File: src/hw/power_good_regs.vh
`ifndef POWER_GOOD_REGS_VH
`define POWER_GOOD_REGS_VH

// register offsets in the device register bank
`define OUT_A_SELECT_ADDR   8'h18
`define OUT_A_FAULT_ADDR    8'h19
`define OUT_B_SELECT_ADDR   8'h1A
`define OUT_B_FAULT_ADDR    8'h1B

// field positions
`define RISE_HOLD_BIT       7
`define THERMAL_BIT         6
`define SOURCE_MSB          6

// reset values
`define SELECT_RESET        8'h00
`define FAULT_RESET         7'h00

// timing
`define CORE_CLK_MHZ        50
`define RISE_HOLD_US        11000
`define RISE_HOLD_CYCLES    (`RISE_HOLD_US * `CORE_CLK_MHZ)
`define RISE_CNT_W          20

`endif

File: src/hw/power_good_channel.v
`timescale 1ns/1ns
`include "power_good_regs.vh"

module power_good_channel #(
  parameter [`RISE_CNT_W-1:0] HOLD_CYCLES = `RISE_HOLD_CYCLES
) (
  // clock and reset
  input  wire       core_clk,
  input  wire       rst,
  // synchronised source status, 1 = valid
  input  wire [6:0] source_valid,
  // configuration
  input  wire [6:0] source_select,
  input  wire       rise_hold,
  input  wire       latched_fault_gating,
  input  wire       polarity,
  // write-one-to-clear of the fault flags
  input  wire       fault_clear_wr,
  input  wire [6:0] fault_clear_mask,
  // status and output
  output reg  [6:0] fault_flag,
  output reg        power_good_out
);

  //////////////////////////////////////////////////////////////////////////////
  wire [6:0]            bad_now   = source_select & ~source_valid;
  wire                  live_ok   = ~|bad_now;
  wire [6:0]            clear_now = {7{fault_clear_wr}} & fault_clear_mask & source_valid;
  // a new fault in the same cycle as its clear wins
  wire [6:0]            next_fault = bad_now | (fault_flag & ~clear_now);
  wire                  sources_ok = latched_fault_gating ? ~|next_fault : live_ok;
  reg  [`RISE_CNT_W-1:0] hold_cnt;
  reg                   good;

  always @(posedge core_clk) begin
    if (rst) begin
      fault_flag <= `FAULT_RESET;
    end else begin
      fault_flag <= next_fault;
    end
  end

  //////////////////////////////////////////////////////////////////////////////
  // any failure drops the output at once and restarts the hold count
  always @(posedge core_clk) begin
    if (rst) begin
      hold_cnt <= {`RISE_CNT_W{1'b0}};
      good     <= 1'b0;
    end else if (!sources_ok) begin
      hold_cnt <= {`RISE_CNT_W{1'b0}};
      good     <= 1'b0;
    end else if (!rise_hold) begin
      good     <= 1'b1;
    end else if (hold_cnt >= HOLD_CYCLES - 1'b1) begin
      good     <= 1'b1;
    end else if (!good) begin
      hold_cnt <= hold_cnt + 1'b1;
    end
  end

  always @(posedge core_clk) begin
    if (rst) begin
      power_good_out <= 1'b0;
    end else begin
      power_good_out <= good ^ polarity;
    end
  end

endmodule

File: src/hw/power_good_aggregator.v
`timescale 1ns/1ns
`include "power_good_regs.vh"

// Contract
// - output A rise held 11 ms when enabled
// - output B rise held 11 ms when enabled
// - bit 6 includes thermal warning for A
// - bit 6 includes thermal warning for B
// - bits 5..0 select sources for A
// - bits 5..0 select sources for B
// - A fault flag set when source drops A
// - flag cleared by writing one while valid
// - unset flags and bit 7 read zero
// - select bits load from one-time memory
// - output B has matching sticky fault flags
// - gating bit picks live or latched status
// - polarity bit inverts output level

module power_good_aggregator #(
  parameter [`RISE_CNT_W-1:0] HOLD_CYCLES = `RISE_HOLD_CYCLES
) (
  // clock and reset
  input  wire       core_clk,
  input  wire       rst,
  // register bank port
  input  wire [7:0] reg_addr,
  input  wire       reg_wr,
  input  wire [7:0] reg_wdata,
  output reg  [7:0] reg_rdata,
  // asynchronous source status, 1 = valid:
  // thermal, analog supply, monitor 2, monitor 1, boost, buck 1, buck 0
  input  wire [6:0] source_valid_pin,
  // power-up defaults from one-time-programmable memory
  input  wire [6:0] otp_out_a_select,
  input  wire [6:0] otp_out_b_select,
  // output control bits held elsewhere in the register bank
  input  wire       out_a_latched_fault_gating,
  input  wire       out_b_latched_fault_gating,
  input  wire       out_a_polarity,
  input  wire       out_b_polarity,
  // power-good outputs
  output wire       power_good_out_a,
  output wire       power_good_out_b
);

  //////////////////////////////////////////////////////////////////////////////
  // two-stage synchroniser; analog comparators are not on core_clk
  reg  [6:0] valid_meta;
  reg  [6:0] valid_sync;

  always @(posedge core_clk) begin
    if (rst) begin
      valid_meta <= 7'h7F;
      valid_sync <= 7'h7F;
    end else begin
      valid_meta <= source_valid_pin;
      valid_sync <= valid_meta;
    end
  end

  //////////////////////////////////////////////////////////////////////////////
  // control registers; select bits are loaded from the memory one cycle
  // after reset release, since an async capture would need a port value
  reg  [7:0] out_a_select;
  reg  [7:0] out_b_select;
  reg        otp_loaded;
  wire [6:0] fault_a;
  wire [6:0] fault_b;

  always @(posedge core_clk) begin
    if (rst) begin
      out_a_select <= `SELECT_RESET;
      out_b_select <= `SELECT_RESET;
      otp_loaded   <= 1'b0;
    end else if (!otp_loaded) begin
      otp_loaded   <= 1'b1;
      out_a_select <= {1'b0, otp_out_a_select};
      out_b_select <= {1'b0, otp_out_b_select};
    end else if (reg_wr) begin
      if (reg_addr == `OUT_A_SELECT_ADDR) begin
        out_a_select <= reg_wdata;
      end
      if (reg_addr == `OUT_B_SELECT_ADDR) begin
        out_b_select <= reg_wdata;
      end
    end
  end

  //////////////////////////////////////////////////////////////////////////////
  always @(posedge core_clk) begin
    if (rst) begin
      reg_rdata <= 8'h00;
    end else begin
      case (reg_addr)
        `OUT_A_SELECT_ADDR: reg_rdata <= out_a_select;
        `OUT_A_FAULT_ADDR:  reg_rdata <= {1'b0, fault_a};
        `OUT_B_SELECT_ADDR: reg_rdata <= out_b_select;
        `OUT_B_FAULT_ADDR:  reg_rdata <= {1'b0, fault_b};
        default:            reg_rdata <= 8'h00;
      endcase
    end
  end

  //////////////////////////////////////////////////////////////////////////////
  power_good_channel #(
    .HOLD_CYCLES (HOLD_CYCLES)
  ) channel_a (
    .core_clk             (core_clk),
    .rst                  (rst),
    .source_valid         (valid_sync),
    .source_select        (out_a_select[`SOURCE_MSB:0]),
    .rise_hold            (out_a_select[`RISE_HOLD_BIT]),
    .latched_fault_gating (out_a_latched_fault_gating),
    .polarity             (out_a_polarity),
    .fault_clear_wr       (reg_wr && otp_loaded && reg_addr == `OUT_A_FAULT_ADDR),
    .fault_clear_mask     (reg_wdata[6:0]),
    .fault_flag           (fault_a),
    .power_good_out       (power_good_out_a)
  );

  power_good_channel #(
    .HOLD_CYCLES (HOLD_CYCLES)
  ) channel_b (
    .core_clk             (core_clk),
    .rst                  (rst),
    .source_valid         (valid_sync),
    .source_select        (out_b_select[`SOURCE_MSB:0]),
    .rise_hold            (out_b_select[`RISE_HOLD_BIT]),
    .latched_fault_gating (out_b_latched_fault_gating),
    .polarity             (out_b_polarity),
    .fault_clear_wr       (reg_wr && otp_loaded && reg_addr == `OUT_B_FAULT_ADDR),
    .fault_clear_mask     (reg_wdata[6:0]),
    .fault_flag           (fault_b),
    .power_good_out       (power_good_out_b)
  );

endmodule

File: config.mk
export PLATFORM = sky130hd
export DESIGN_NAME = power_good_aggregator
export DESIGN_NICKNAME = d
export VERILOG_FILES = /design/src/hw/power_good_channel.v /design/src/hw/power_good_aggregator.v
export VERILOG_INCLUDE_DIRS = /design/src /design/src/hw
export SDC_FILE = /design/constraint.sdc
export NUM_CORES = 1
export LEC_CHECK = 0
export ABC_AREA = 1
export BUFFER_PORTS_ARGS = -buffer_cell sky130_fd_sc_hd__buf_2
export CORE_ASPECT_RATIO = 1.1
export CORE_UTILIZATION = 60
export DETAILED_ROUTE_END_ITERATION = 7
export GPL_ROUTABILITY_DRIVEN = 1
export PLACE_DENSITY = 0.83
export SLEW_MARGIN = 5
export SYNTH_ARGS = -nofsm -noshare
export SYNTH_HDL_FRONTEND = slang
export SYNTH_HIERARCHICAL = 1
export SYNTH_SLANG_ARGS = --single-unit
File: constraint.sdc
create_clock -name core_clk -period 2.68 [get_ports core_clk]
set_input_delay 0.536 -clock core_clk [delete_from_list [all_inputs] [get_ports core_clk]]
set_output_delay 0.536 -clock core_clk [all_outputs]
set_load 0.01 [all_outputs]
Word-level counts from Yosys, hierarchy flattened --
Cells that the tools add are included.
Operators by class: mux-type cells 14, add/subtract/negate cells 2, reduce and logical (&&, ||, !) cells 20, $lt $le $gt $ge 2, eq/ne operators 9, bitwise logic cells 22
Operator list (number):
- 7-bit AND | 8
- 7-bit two-way mux | 6
- 20-bit by 1-bit adder with 20-bit output, second input constant | 2
- 20-bit >= comparator, second input constant | 2
- 8-bit by 5-bit == test with 1-bit output, second input constant | 4
- 8-bit case mux with 4 select lines | 1
- 7-bit OR reduction | 4
- 7-bit NOT | 3
- 7-bit OR | 2
- 2-bit by 1-bit != test with 1-bit output, second input constant | 4
- 2-bit AND reduction | 4
- 1-bit two-way mux | 7
- 1-bit NOT | 7
- 3-bit AND reduction | 2
- 2-bit OR reduction | 3
- 1-bit zero test | 4
- 1-bit logical AND | 3
- 2-bit != test, second input constant | 1
- 1-bit XOR | 2
Word-level totals: output and inout port bits 10, word-level logic and storage cells 85, bits of input ports 44, register bits 97

Depth between registers and ports, before layout --
Gate-level depths: netlist of run 1.
depth in word-level cells 12, mapped depth 15, gate-level depth less buffers 13

Modules after synthesis --
Netlist of run 1, hierarchy kept.
Modules (own cells, without submodules):
- power_good_channel | times used 2, cells an instance 277, area an instance 1819.2 um2, sequential area each 580.6 um2
- power_good_aggregator | times used 1, cells an instance 265, area an instance 1920.6 um2, sequential area each 780.7 um2

Least setup slack after synthesis of run 1 --
Ideal clock, no wire load.
kind input to register, from input port reg_addr[6], to register channel_b.hold_cnt[10], setup slack 230 ps, setup time 66 ps, arrival time 2384 ps, stages on the path 13, required time 2614 ps, buffers on the path 2, cell sequence inv_1 nand2_1 nor2_8 buf_4 nand4_1 nor3_1 nand3_1 a21oi_1 nand3_1 o21bai_1 nand2_1 buf_2 a21oi_2
On the way: cells in the longest elaborated chain, start to end 12
RTL lines:
- from (decl) | line power_good_aggregator.v:26 | input wire [7:0] reg_addr,
- 8-bit by 5-bit == test with 1-bit output
- 1-bit logical AND (no line)
- 7-bit AND (2 in a row) | line power_good_channel.v:28 | wire [6:0] clear_now = {7{fault_clear_wr}} & fault_clear_mask & source_valid;
- 7-bit NOT | line power_good_channel.v:30 | wire [6:0] next_fault = bad_now | (fault_flag & ~clear_now);
- 7-bit AND | line power_good_channel.v:30
- 7-bit OR | line power_good_channel.v:30
- 7-bit OR reduction | line power_good_channel.v:31 | wire sources_ok = latched_fault_gating ? ~|next_fault : live_ok;
- 1-bit zero test | line power_good_channel.v:31
- 1-bit two-way mux | line power_good_channel.v:31
- 1-bit NOT (no line)
- 2-bit OR reduction (no line)
- to (signal assigned) | line power_good_channel.v:47 | hold_cnt <= {`RISE_CNT_W{1'b0}};
- to (signal assigned) | line power_good_channel.v:50 | hold_cnt <= {`RISE_CNT_W{1'b0}};
- to (signal assigned) | line power_good_channel.v:57 | hold_cnt <= hold_cnt + 1'b1;
- to (decl) | line power_good_channel.v:32 | reg [`RISE_CNT_W-1:0] hold_cnt;
No other way between the ends. A chain may end at the register's enable or synchronous reset.

Worst setup path after layout of run 1 --
from input port reg_addr[6], to register channel_b.hold_cnt[8]
Same word-level chain as after synthesis.

==> out/qor.yml, run 1 <==
drt-initial-drc-count: 375
cts-root-buf: "clkbuf_8"
cts_buffers: 9
synth_top_area_cell: "dfxtp_1"
rsz0062_at_grt: "no"
drive_gt1_share_pct: 18.6
p_sw_share_pct: 27.7
fin_nets: 915
synthesis.area_um2: 5560
power_frac_comb_pct: 9.0
hpwl_um: 10200
pwr-share-clk_pct: 34.2
start_kind: "input pin"
ant_nets: 0
synth_seq_cells: 97
synth_area_per_cell_um2: 6.79
async_reset_ff_share_pct: 0
path_clk_slew_ns: 0.10
power_density_nw_per_um2: 439
drc: 0
max_stage_delay_ns: 0.22
pwr-share-seq_pct: 56.8
period_needed_ns: 1.99
routed_wirelength_um: 13800
vdd_ir_drop_max_v: 0.000242
placed_cell_area_um2: 5860
synthMostInstantiatedCell: "nand2_1"
die_w_um: 93.8
antenna_cells: 0
postLayoutCellArea_um2: 6050
required_ns: 2.99
clock_path_buffers: 2
synthCells: 819
ff2ff_path_depth: 10
grt_max_degree: 36
report.final.setup_viol: 0
finClkSkew_ns: 0.00903
synth_top_area_share_pct: 34.9
fin_crit_sh_pct: 74.1
critPathSlowestCell: "buf_4"
power.internal_mw: 1.92
holdCritPathClass: "in2reg"
finalNonFillerCells: 988
synth.distinct_cells: 34
post-place-cells: 972
grt_overflow: 0
critPathMaxFanout: 21
worst-slew-pin-transition_ns: 0.578
cp_cell_sequence: "buf_2 -> inv_1 -> nand2_1 -> nor2_8 -> nand4_1 -> nor3_1 -> buf_4 -> nand3_1 -> a21boi_1 -> nand3_1 -> o21bai_1 -> nand2_1 -> buf_4 -> a21oi_2"
synthTopCellsByArea: "dfxtp_1, nand2_1, nand3_1, nor2_1, inv_1"
htree_num_levels: 3
fmax_mhz: 503
io_pins: 54
clk_latency_ns: 0.38
cap_violations: 0
core_area_um2: 8920
dieHeight_um: 103
areaGrowthSynthToFinish_pct: 8.85
rows: 36
yosys_warnings: 6
cts_setup_buffers: 0
slew_headroom_pct: 61.5
post_cts_resized: 0
dieArea_um2: 9650
ys.flop_type: "dfxtp_1"
routabilityCongestion: 0.964
hold_violations: 0
vias_per_cell: 5.53
cts_sinks: 97
power.switching_mw: 0.736
worstPathArrival_ns: 2.30
path_depth: 14
status: "finished, final reports clean"
r2r_setup_slack_ns: 0.74
yosysSeqAreaShare_pct: 34.9
crit_buf_inv: 4
track_usage_pct: 29.9
tns_ns: 0
wl_per_cell_um: 14.0
dr.pass1.iters: 5
holdPathStages: 2
cts_tree: "done"
synthTopCellsByCount: "nand2_1, nand3_1, nor2_1"
syn-num-nets: 865
crit_family: "simple AND/OR/NAND/NOR gates"
io_buffer_count: 53
hold_buffers: 0
slew_viol_final: 0
synth-edff-count: 0
grt_first_pass_wirelength_um: 22600
cp-end-kind: "flip-flop"
critPathKind: "in2reg"
p_leak_nw: 2.64
vias: 5462
initial_utilization_pct: 62.3
grt_pass1_vias: 4816
antenna_found_initial: 0
per-stage QoR:
stage / worst slack [ns] / hold slack, ns / utilization (%) / power [mW]
after global routing: 0.453 / 0.334 / 67.8 / 2.75
after CTS: 0.716 / 0.328 / 67.8 / 2.67
after global placement: 0.421 / 0.395 / 65.8 / 1.77
final: 0.693 / 0.333 / 67.8 / 2.66
after detailed placement: 0.334 / 0.392 / 65.8 / 1.78
after floorplan: 0.230 / 0.389 / - / 1.69
registers in the layout (all words and copies together), names as in the netlist, 7 cells and up:
| signal | flops |
|---|---|
| channel_a/hold_cnt | 20 |
| channel_b/hold_cnt | 20 |
| out_a_select | 8 |
| out_b_select | 8 |
| reg_rdata | 8 |
| channel_a/fault_flag | 7 |
| channel_b/fault_flag | 7 |
| valid_meta | 7 |
| valid_sync | 7 |
worst register-to-register path, cell delays in order (launching register included):
cell and delay (ns):
dfxtp_1 0.42, ha_1 0.34, nand3_2 0.17, nor2_1 0.14, nand2_1 0.07, nand2_2 0.11
nand2_4 0.16, nand2_8 0.22, nor2_1 0.07, nor2_1 0.08, nor2_1 0.05
layer usage:
layer / vias up / global-route usage (%) / wire length, um
li1: 2721 / - / -
met1: 2476 / 39.2 / 6230
met2: 221 / 48.9 / 6280
met3: 44 / 3.76 / 891
met4: 0 / 14.1 / 423
met5: - / 0 / 0
power groups by stage:
stage / combinational, mW / sequential, mW / clock (mW)
floorplan: 0.156 / 1.53 / 0
global placement: 0.228 / 1.54 / 0
detailed placement: 0.236 / 1.54 / 0
CTS: 0.237 / 1.51 / 0.922
global route: 0.265 / 1.51 / 0.972
finish: 0.239 / 1.51 / 0.910
logic make-up (layout without fill, tap and decap cells):
group | Yosys count | in the layout | share of synthesized area [%]
AOI/OAI and AO/OA | 75 | 75 | 8.46
xor gates and xnor gates | 24 | 24 | 3.78
adders and majority gates | 2 | 2 | 0.450
buffers and inverters | 104 | 159 | 8.60
DFF | 97 | 97 | 34.9
and+or+nand+nor | 517 | 517 | 43.8
path summary, 6_finish.rpt:
path	start	endpoint
worst max-delay path	reg_addr[6]	channel_b/hold_cnt[8]$_SDFFE_PP0P_
worst min register to register	valid_meta[0]$_SDFF_PP1_	valid_sync[0]$_SDFF_PP1_
worst max register to register	channel_b/hold_cnt[0]$_SDFFE_PP0P_	channel_b/hold_cnt[19]$_SDFFE_PP0P_
worst min-delay path	source_valid_pin[5]	valid_meta[5]$_SDFF_PP1_
final cells by class:
type                            instances  area [um2]
Timing Repair Buffer                   63         340
Tap cell                              114         143
Inverter                               80         300
Clock buffer                            9         124
Clock inverter                          7        62.6
Fill cell                             786        2870
Multi-Input combinational cell        618        3140
Sequential cell                        97        1940
placed cells by master (no fill, tap or decap), types with 2 or more instances in the layout:
cell,count
clkbuf_8,9
nand2_8,2
nand2_2,25
clkinvlp_4,3
buf_4,10
ha_1,2
clkinv_1,2
a21boi_1,6
a21oi_1,43
nand3b_1,2
or2_2,14
inv_1,74
o21ai_0,2
nand4_1,17
inv_2,4
a21oi_2,20
buf_2,53
inv_8,2
nand3_1,117
nand2_1,207
nand2_4,3
nand3_2,8
and2_1,2
o21ai_1,2
xor2_1,16
xnor2_1,8
dfxtp_1,97
nor3_1,4
nor2_2,3
nor2_1,108
nor2_8,3
o21bai_1,2
nand3_4,2
Note: power is estimated with default switching activity, not from simulation.
==> run 2, diff against run 1 <==
--- a/config.mk
+++ b/config.mk
@@ -9,10 +9,10 @@
 export ABC_AREA = 1
 export BUFFER_PORTS_ARGS = -buffer_cell sky130_fd_sc_hd__buf_2
 export CORE_ASPECT_RATIO = 1.1
-export CORE_UTILIZATION = 60
+export CORE_UTILIZATION = 54
 export DETAILED_ROUTE_END_ITERATION = 7
 export GPL_ROUTABILITY_DRIVEN = 1
-export PLACE_DENSITY = 0.83
+export PLACE_DENSITY = 0.79
 export SLEW_MARGIN = 5
 export SYNTH_ARGS = -nofsm -noshare
 export SYNTH_HDL_FRONTEND = slang
==> constraint.sdc (replaced) <==
create_clock -name core_clk -period 1.75 [get_ports core_clk]
set_input_delay 0.35 -clock core_clk [delete_from_list [all_inputs] [get_ports core_clk]]
set_output_delay 0.35 -clock core_clk [all_outputs]
set_load 0.01 [all_outputs]
==> run 2 against run 1 <==
  * The flow now finishes with violations (setup timing)
  * Global-route usage decreased by 1.4 points
  * Routed wire length increased by 2.7%
  * Cell area increased by 11%
  * Via count increased by 0.55%
  * Highest routed layer unchanged
==> out/qor.yml, run 2 (synthesis results as in run 1) <==
cts_buffers: 9  # unchanged
multi_input_comb_area_um2: 3320  # +5.8%
slew_viol_final: 0  # unchanged
critPathKind: "reg2reg"
areaGrowthSynthToFinish_pct: 20.9
drt-initial-drc-count: 405  # +8.0%
cap_violations: 0  # unchanged
top_regs: "channel_a/hold_cnt (20), channel_b/hold_cnt (20)"
fmax_mhz: 538
routabilityCongestion: 0.927  # -3.8%
cts_tree: "done"
drc: 0  # unchanged
fin_ws_ns: -0.109  # -0.801 ns
start_kind: "flip-flop"
violations: "setup timing"
report.final.setup_viol: 42  # +42
path_clk_slew_ns: 0.11  # about the same
htree_num_levels: 3  # unchanged
dieArea_um2: 10700  # +11%
initial_utilization_pct: 55.9  # -6.4 points
clk_latency_ns: 0.38  # about the same
dr.pass1.iters: 5  # unchanged
tns_ns: -2.54  # -2.54 ns
p_total_mw: 4.47  # +68%
die_w_um: 98.7  # +5.3%
final_common_cell: "nand2_1"
vdd_ir_drop_max_v: 0.000676  # +180%
worstPathArrival_ns: 2.17  # -0.13 ns
io_buffer_count: 53  # unchanged
dieHeight_um: 108  # +5.3%
mostFrequentLayoutCells: "nand2_1, nand3_1, nor2_1, dfxtp_1, inv_1"
hold_buffers: 0  # unchanged
rsz0062_at_grt: "yes"
antenna_found_initial: 2  # +2
grt_first_pass_wirelength_um: 24200  # +7.2%
holdCritPathClass: "in2reg"
grt_pass1_vias: 5144  # +6.8%
track_usage_pct: 28.5  # -1.4 points
routed_wirelength_um: 14200  # +2.7%
fillers: 860  # +9.4%
vias: 5492  # +0.55%
ant_nets: 0  # unchanged
cp-end-kind: "flip-flop"
vias_per_cell: 5.29  # -4.3%
wl_per_cell_um: 13.7  # -2.2%
grt_max_degree: 36  # unchanged
cts-root-buf: "clkbuf_8"
critPathMaxFanout: 7  # -67%
fin_crit_sh_pct: 106
drive_gt1_share_pct: 26.6  # +8.0 points
slew_headroom_pct: 69.6  # +8.1 points
cts_sinks: 97  # unchanged
grt_overflow: 0  # unchanged
worst-slew-pin-transition_ns: 0.456  # -0.122 ns
seq_area_um2: 1940  # about the same
period_needed_ns: 1.86
hold_violations: 0  # unchanged
rows: 38  # +5.6%
io_pins: 54  # unchanged
fin_nets: 958  # +4.7%
hpwl_um: 9860  # -2.9%
core_area_um2: 9940  # +11%
p_leak_nw: 2.95  # +12%
finClkSkew_ns: 0.0132  # +0.00418 ns
clock_path_buffers: 2  # unchanged
power_density_nw_per_um2: 666  # +52%
required_ns: 2.07  # -0.92 ns
status: "complete, but fails checks"
[run 2: layer usage]
metal	wire (um)	track usage, %
met5	0	0
met1	6410	37.2
met4	201	9.06
met3	845	4.85
met2	6740	48.0
[run 2: what timing repair did]
action | in CTS | in global routing
setup endpoints to repair | 42 | 42
cloned | 4 | 1
pin swaps | 21 | 10
setup buffers | 2 | 0
resized for setup | 31 | 15
[run 2: critical path, stage by stage, from the launching register on]
cell and delay [ns]:
dfxtp_2 0.36, inv_4 0.05, nor3_4 0.30, nand3_1 0.12, nand2_1 0.10, nand2_1 0.06, nor2_1 0.11, nand2_1 0.06
o21bai_1 0.14, nand2_2 0.17, clkbuf_16 0.21, a21oi_4 0.10
[run 2: power by group]
group,switching [mW],total [mW],internal [mW]
sequential,0.0437,2.31,2.26
clock,0.856,1.67,0.818
combinational,0.276,0.493,0.217
[run 2: metrics by stage]
step | hold slack [ns] | util, % | worst slack (ns) | cell area [um2] | std cells
global route | 0.132 | 67.6 | -0.270 | 6720 | 1038
global placement | 0.391 | 63.0 | -0.469 | 6260 | 1014
CTS | 0.136 | 67.0 | -0.109 | 6660 | 1036
floorplan | 0.389 | - | -0.307 | 5680 | 819
finish | 0.149 | 67.6 | -0.109 | 6720 | 1038
detailed placement | 0.392 | 63.0 | -0.512 | 6260 | 1014
[run 2: cell type report]
class,instances,share of cell area [%]
Sequential cell,97,28.9
Timing Repair Buffer,106,11.2
Inverter,80,4.90
Clock buffer,9,1.84
Multi-Input combinational cell,618,49.4
Tap cell,120,2.23
Clock inverter,7,1.47
Antenna cell,1,0.0372
[run 2: path summary, 6_finish.rpt]
check | from | endpoint | slack, ns | depth (start not counted)
hold / removal | source_valid_pin[2] | valid_meta[2]$_SDFF_PP1_ | 0.15 | 2
hold reg to reg | valid_meta[6]$_SDFF_PP1_ | valid_sync[6]$_SDFF_PP1_ | 0.41 | 1
setup reg to reg | otp_loaded$_DFF_P_ | channel_a/hold_cnt[12]$_SDFFE_PP0P_ | -0.11 | 11
setup / recovery | otp_loaded$_DFF_P_ | channel_a/hold_cnt[12]$_SDFFE_PP0P_ | -0.11 | 11
==> run 3, diff against run 2 <==
--- a/config.mk
+++ b/config.mk
@@ -9,10 +9,11 @@
 export ABC_AREA = 1
 export BUFFER_PORTS_ARGS = -buffer_cell sky130_fd_sc_hd__buf_2
 export CORE_ASPECT_RATIO = 1.1
-export CORE_UTILIZATION = 54
+export CORE_UTILIZATION = 60
+export CTS_BUF_LIST = sky130_fd_sc_hd__clkbuf_4 sky130_fd_sc_hd__clkbuf_8
 export DETAILED_ROUTE_END_ITERATION = 7
 export GPL_ROUTABILITY_DRIVEN = 1
-export PLACE_DENSITY = 0.79
+export PLACE_DENSITY = 0.83
 export SLEW_MARGIN = 5
 export SYNTH_ARGS = -nofsm -noshare
 export SYNTH_HDL_FRONTEND = slang
==> constraint.sdc (replaced) <==
create_clock -name core_clk -period 2.2 [get_ports core_clk]
set_input_delay 0.44 -clock core_clk [delete_from_list [all_inputs] [get_ports core_clk]]
set_output_delay 0.44 -clock core_clk [all_outputs]
set_load 0.01 [all_outputs]
==> run 3 against run 2 <==
  * The run now ends clean
  * Clock-buffer cell count did not move
  * Clock power fell by 27%
  * Sequential share of layout area rose by 2.8 points
  * Die area fell by 9.8%
  * Critical path depth fell by 1
  * Hold slack improved by 0.10 ns
  * Flip-flop and latch count did not move
  * Register-to-register slack improved by 0.31 ns
  * Total power fell by 25%
  * Final cell count fell by 4.6%
  * Via count fell by 0.93%
  * Global-route usage rose by 2.1 points
  * Largest power group unchanged
  * Highest routed layer unchanged
==> out/qor.yml, run 3 (synthesis results as in run 1) <==
top_regs: "channel_a/hold_cnt (20), channel_b/hold_cnt (20)"
cp-end-kind: "flip-flop"
antenna_cells: 0  # -1
hpwl_um: 10700  # +8.5%
worstPathArrival_ns: 2.30  # +0.13 ns
htree_num_levels: 3  # unchanged
vdd_ir_drop_max_v: 0.000324  # -52%
routabilityCongestion: 0.932  # +0.49%
critPathMaxFanout: 21  # +14
post_cts_resized: 0  # -100%
wl_per_cell_um: 14.4  # +5.2%
drive_gt1_share_pct: 19.1  # -7.5 points
rsz0062_at_grt: "no"
power_density_nw_per_um2: 548  # -18%
worstSetupStartpoint: "otp_loaded$_DFF_P_"
path_clk_slew_ns: 0.10  # about the same
report.final.setup_viol: 0  # -100%
p_leak_nw: 2.69  # -8.9%
multi_input_comb_area_um2: 3160  # -5.0%
seq_area_um2: 1940  # about the same
grt_pass1_vias: 4990  # -3.0%
r2r_end: "channel_a/hold_cnt[0]$_SDFFE_PP0P_"
place_ws_ns: -0.0531  # +0.459 ns
slew_headroom_pct: 63.0  # -6.6 points
vias_per_cell: 5.50  # +3.9%
dieHeight_um: 103  # -5.0%
cts_setup_buffers: 0  # -2
period_needed_ns: 2.00  # +0.141 ns
fillers: 813  # -5.5%
hold_buffers: 0  # unchanged
final_common_cell: "nand2_1"
cts_sinks: 97  # unchanged
grt_overflow: 0  # unchanged
critPathKind: "reg2reg"
die_w_um: 93.8  # -5.0%
reg2reg_from: "otp_loaded$_DFF_P_"
finalNonFillerCells: 990  # -4.6%
drc: 0  # unchanged
clock_path_buffers: 2  # unchanged
holdCritPathClass: "in2reg"
routed_wirelength_um: 14300  # +0.33%
worst-slew-pin-transition_ns: 0.555  # +0.0996 ns
fin_ws_ns: 0.201  # +0.309 ns
dieArea_um2: 9650  # -9.8%
initial_utilization_pct: 62.3  # +6.4 points
grt_max_degree: 36  # unchanged
grt_first_pass_wirelength_um: 23000  # -5.0%
io_pins: 54  # unchanged
slew_viol_final: 0  # unchanged
vias: 5441  # -0.93%
start_kind: "flip-flop"
status: "finished, final reports clean"
finClkSkew_ns: 0.0105  # -0.00272 ns
required_ns: 2.51  # +0.44 ns
areaGrowthSynthToFinish_pct: 10.3
post-place-cells: 974  # -3.9%
cts-root-buf: "clkbuf_8"
cts_tree: "done"
mostFrequentLayoutCells: "nand2_1, nand3_1, nor2_1, dfxtp_1, inv_1"
r2r_setup_slack_ns: 0.20  # +0.31 ns
fmax_mhz: 500  # -7.0%
drt-initial-drc-count: 373  # -7.9%
ff2ff_path_depth: 10  # -1
antenna_found_initial: 0  # -2
rows: 36  # -5.3%
hold_violations: 0  # unchanged
endpoint: "channel_a/hold_cnt[0]$_SDFFE_PP0P_"
cts_buffers: 9  # unchanged
core_area_um2: 8920  # -10%
track_usage_pct: 30.6  # +2.1 points
clk_latency_ns: 0.37  # about the same
io_buffer_count: 53  # unchanged
cap_violations: 0  # unchanged
fin_nets: 917  # -4.3%
ant_nets: 0  # unchanged
dr.pass1.iters: 5  # unchanged
fin_crit_sh_pct: 90.9  # -15 points
-- run 3: cell types whose count changed in the layout (fill, tap and decap cells not counted), moves of 4 or more --
cell and delta:
buf_4 -34, a21oi_1 +17, a21oi_2 -15, buf_6 -9
inv_1 +4, nand2_1 +4
-- run 3: cell type report --
cell class                      count  area share, %
Inverter                           80           4.90
Timing Repair Buffer               65           6.21
Tap cell                          114           2.33
Multi-Input combinational cell    618           51.5
Sequential cell                    97           31.7
Clock inverter                      7           1.39
Clock buffer                        9           2.02
-- run 3: routing by layer --
metal	global-route usage, %	vias to the layer above	share of wire, %
met5	0	-	0
met4	12.5	0	2.3
met3	5.38	33	6.4
met2	52.3	208	48
met1	38.1	2467	43
li1	-	2733	-
-- run 3: worst min path at each step --
| stage | startpoint | endpoint | slack, ns | cells past startpoint |
|---|---|---|---|---|
| after global placement | valid_meta[1]$_SDFF_PP1_ | valid_sync[1]$_SDFF_PP1_ | 0.39 | 1 |
| after CTS | source_valid_pin[2] | valid_meta[2]$_SDFF_PP1_ | 0.24 | 2 |
| after floorplan | valid_meta[0]$_SDFF_PP1_ | valid_sync[0]$_SDFF_PP1_ | 0.39 | 1 |
| after detailed placement | valid_meta[0]$_SDFF_PP1_ | valid_sync[0]$_SDFF_PP1_ | 0.40 | 1 |
| final | source_valid_pin[2] | valid_meta[2]$_SDFF_PP1_ | 0.25 | 2 |
| after global routing | source_valid_pin[2] | valid_meta[2]$_SDFF_PP1_ | 0.24 | 2 |
-- run 3: power breakdown --
part	switching, mW	internal, mW	total, mW
registers	0.0381	1.80	1.84
clock network	0.668	0.548	1.22
logic	0.186	0.121	0.307
-- run 3: worst max-delay path: stages (launching register included) --
cell	delay [ns]
dfxtp_1	0.35
clkinv_1	0.19
nor3_2	0.23
buf_4	0.17
nand3_1	0.08
a21boi_1	0.22
nand3_1	0.11
o21bai_1	0.16
nand2_1	0.11
buf_12	0.18
a21oi_1	0.12
-- run 3: stage by stage --
step / hold WS, ns / utilization, % / cell area (um2) / TNS [ns] / power (mW)
after detailed placement: 0.396 / 66.4 / 5920 / -0.732 / 2.18
after CTS: 0.239 / 68.7 / 6130 / 0 / 3.38
after global routing: 0.238 / 68.7 / 6130 / 0 / 3.49
final: 0.251 / 68.7 / 6130 / 0 / 3.36
after global placement: 0.391 / 66.4 / 5920 / 0 / 2.17
after floorplan: 0.389 / - / 5580 / 0 / 2.05
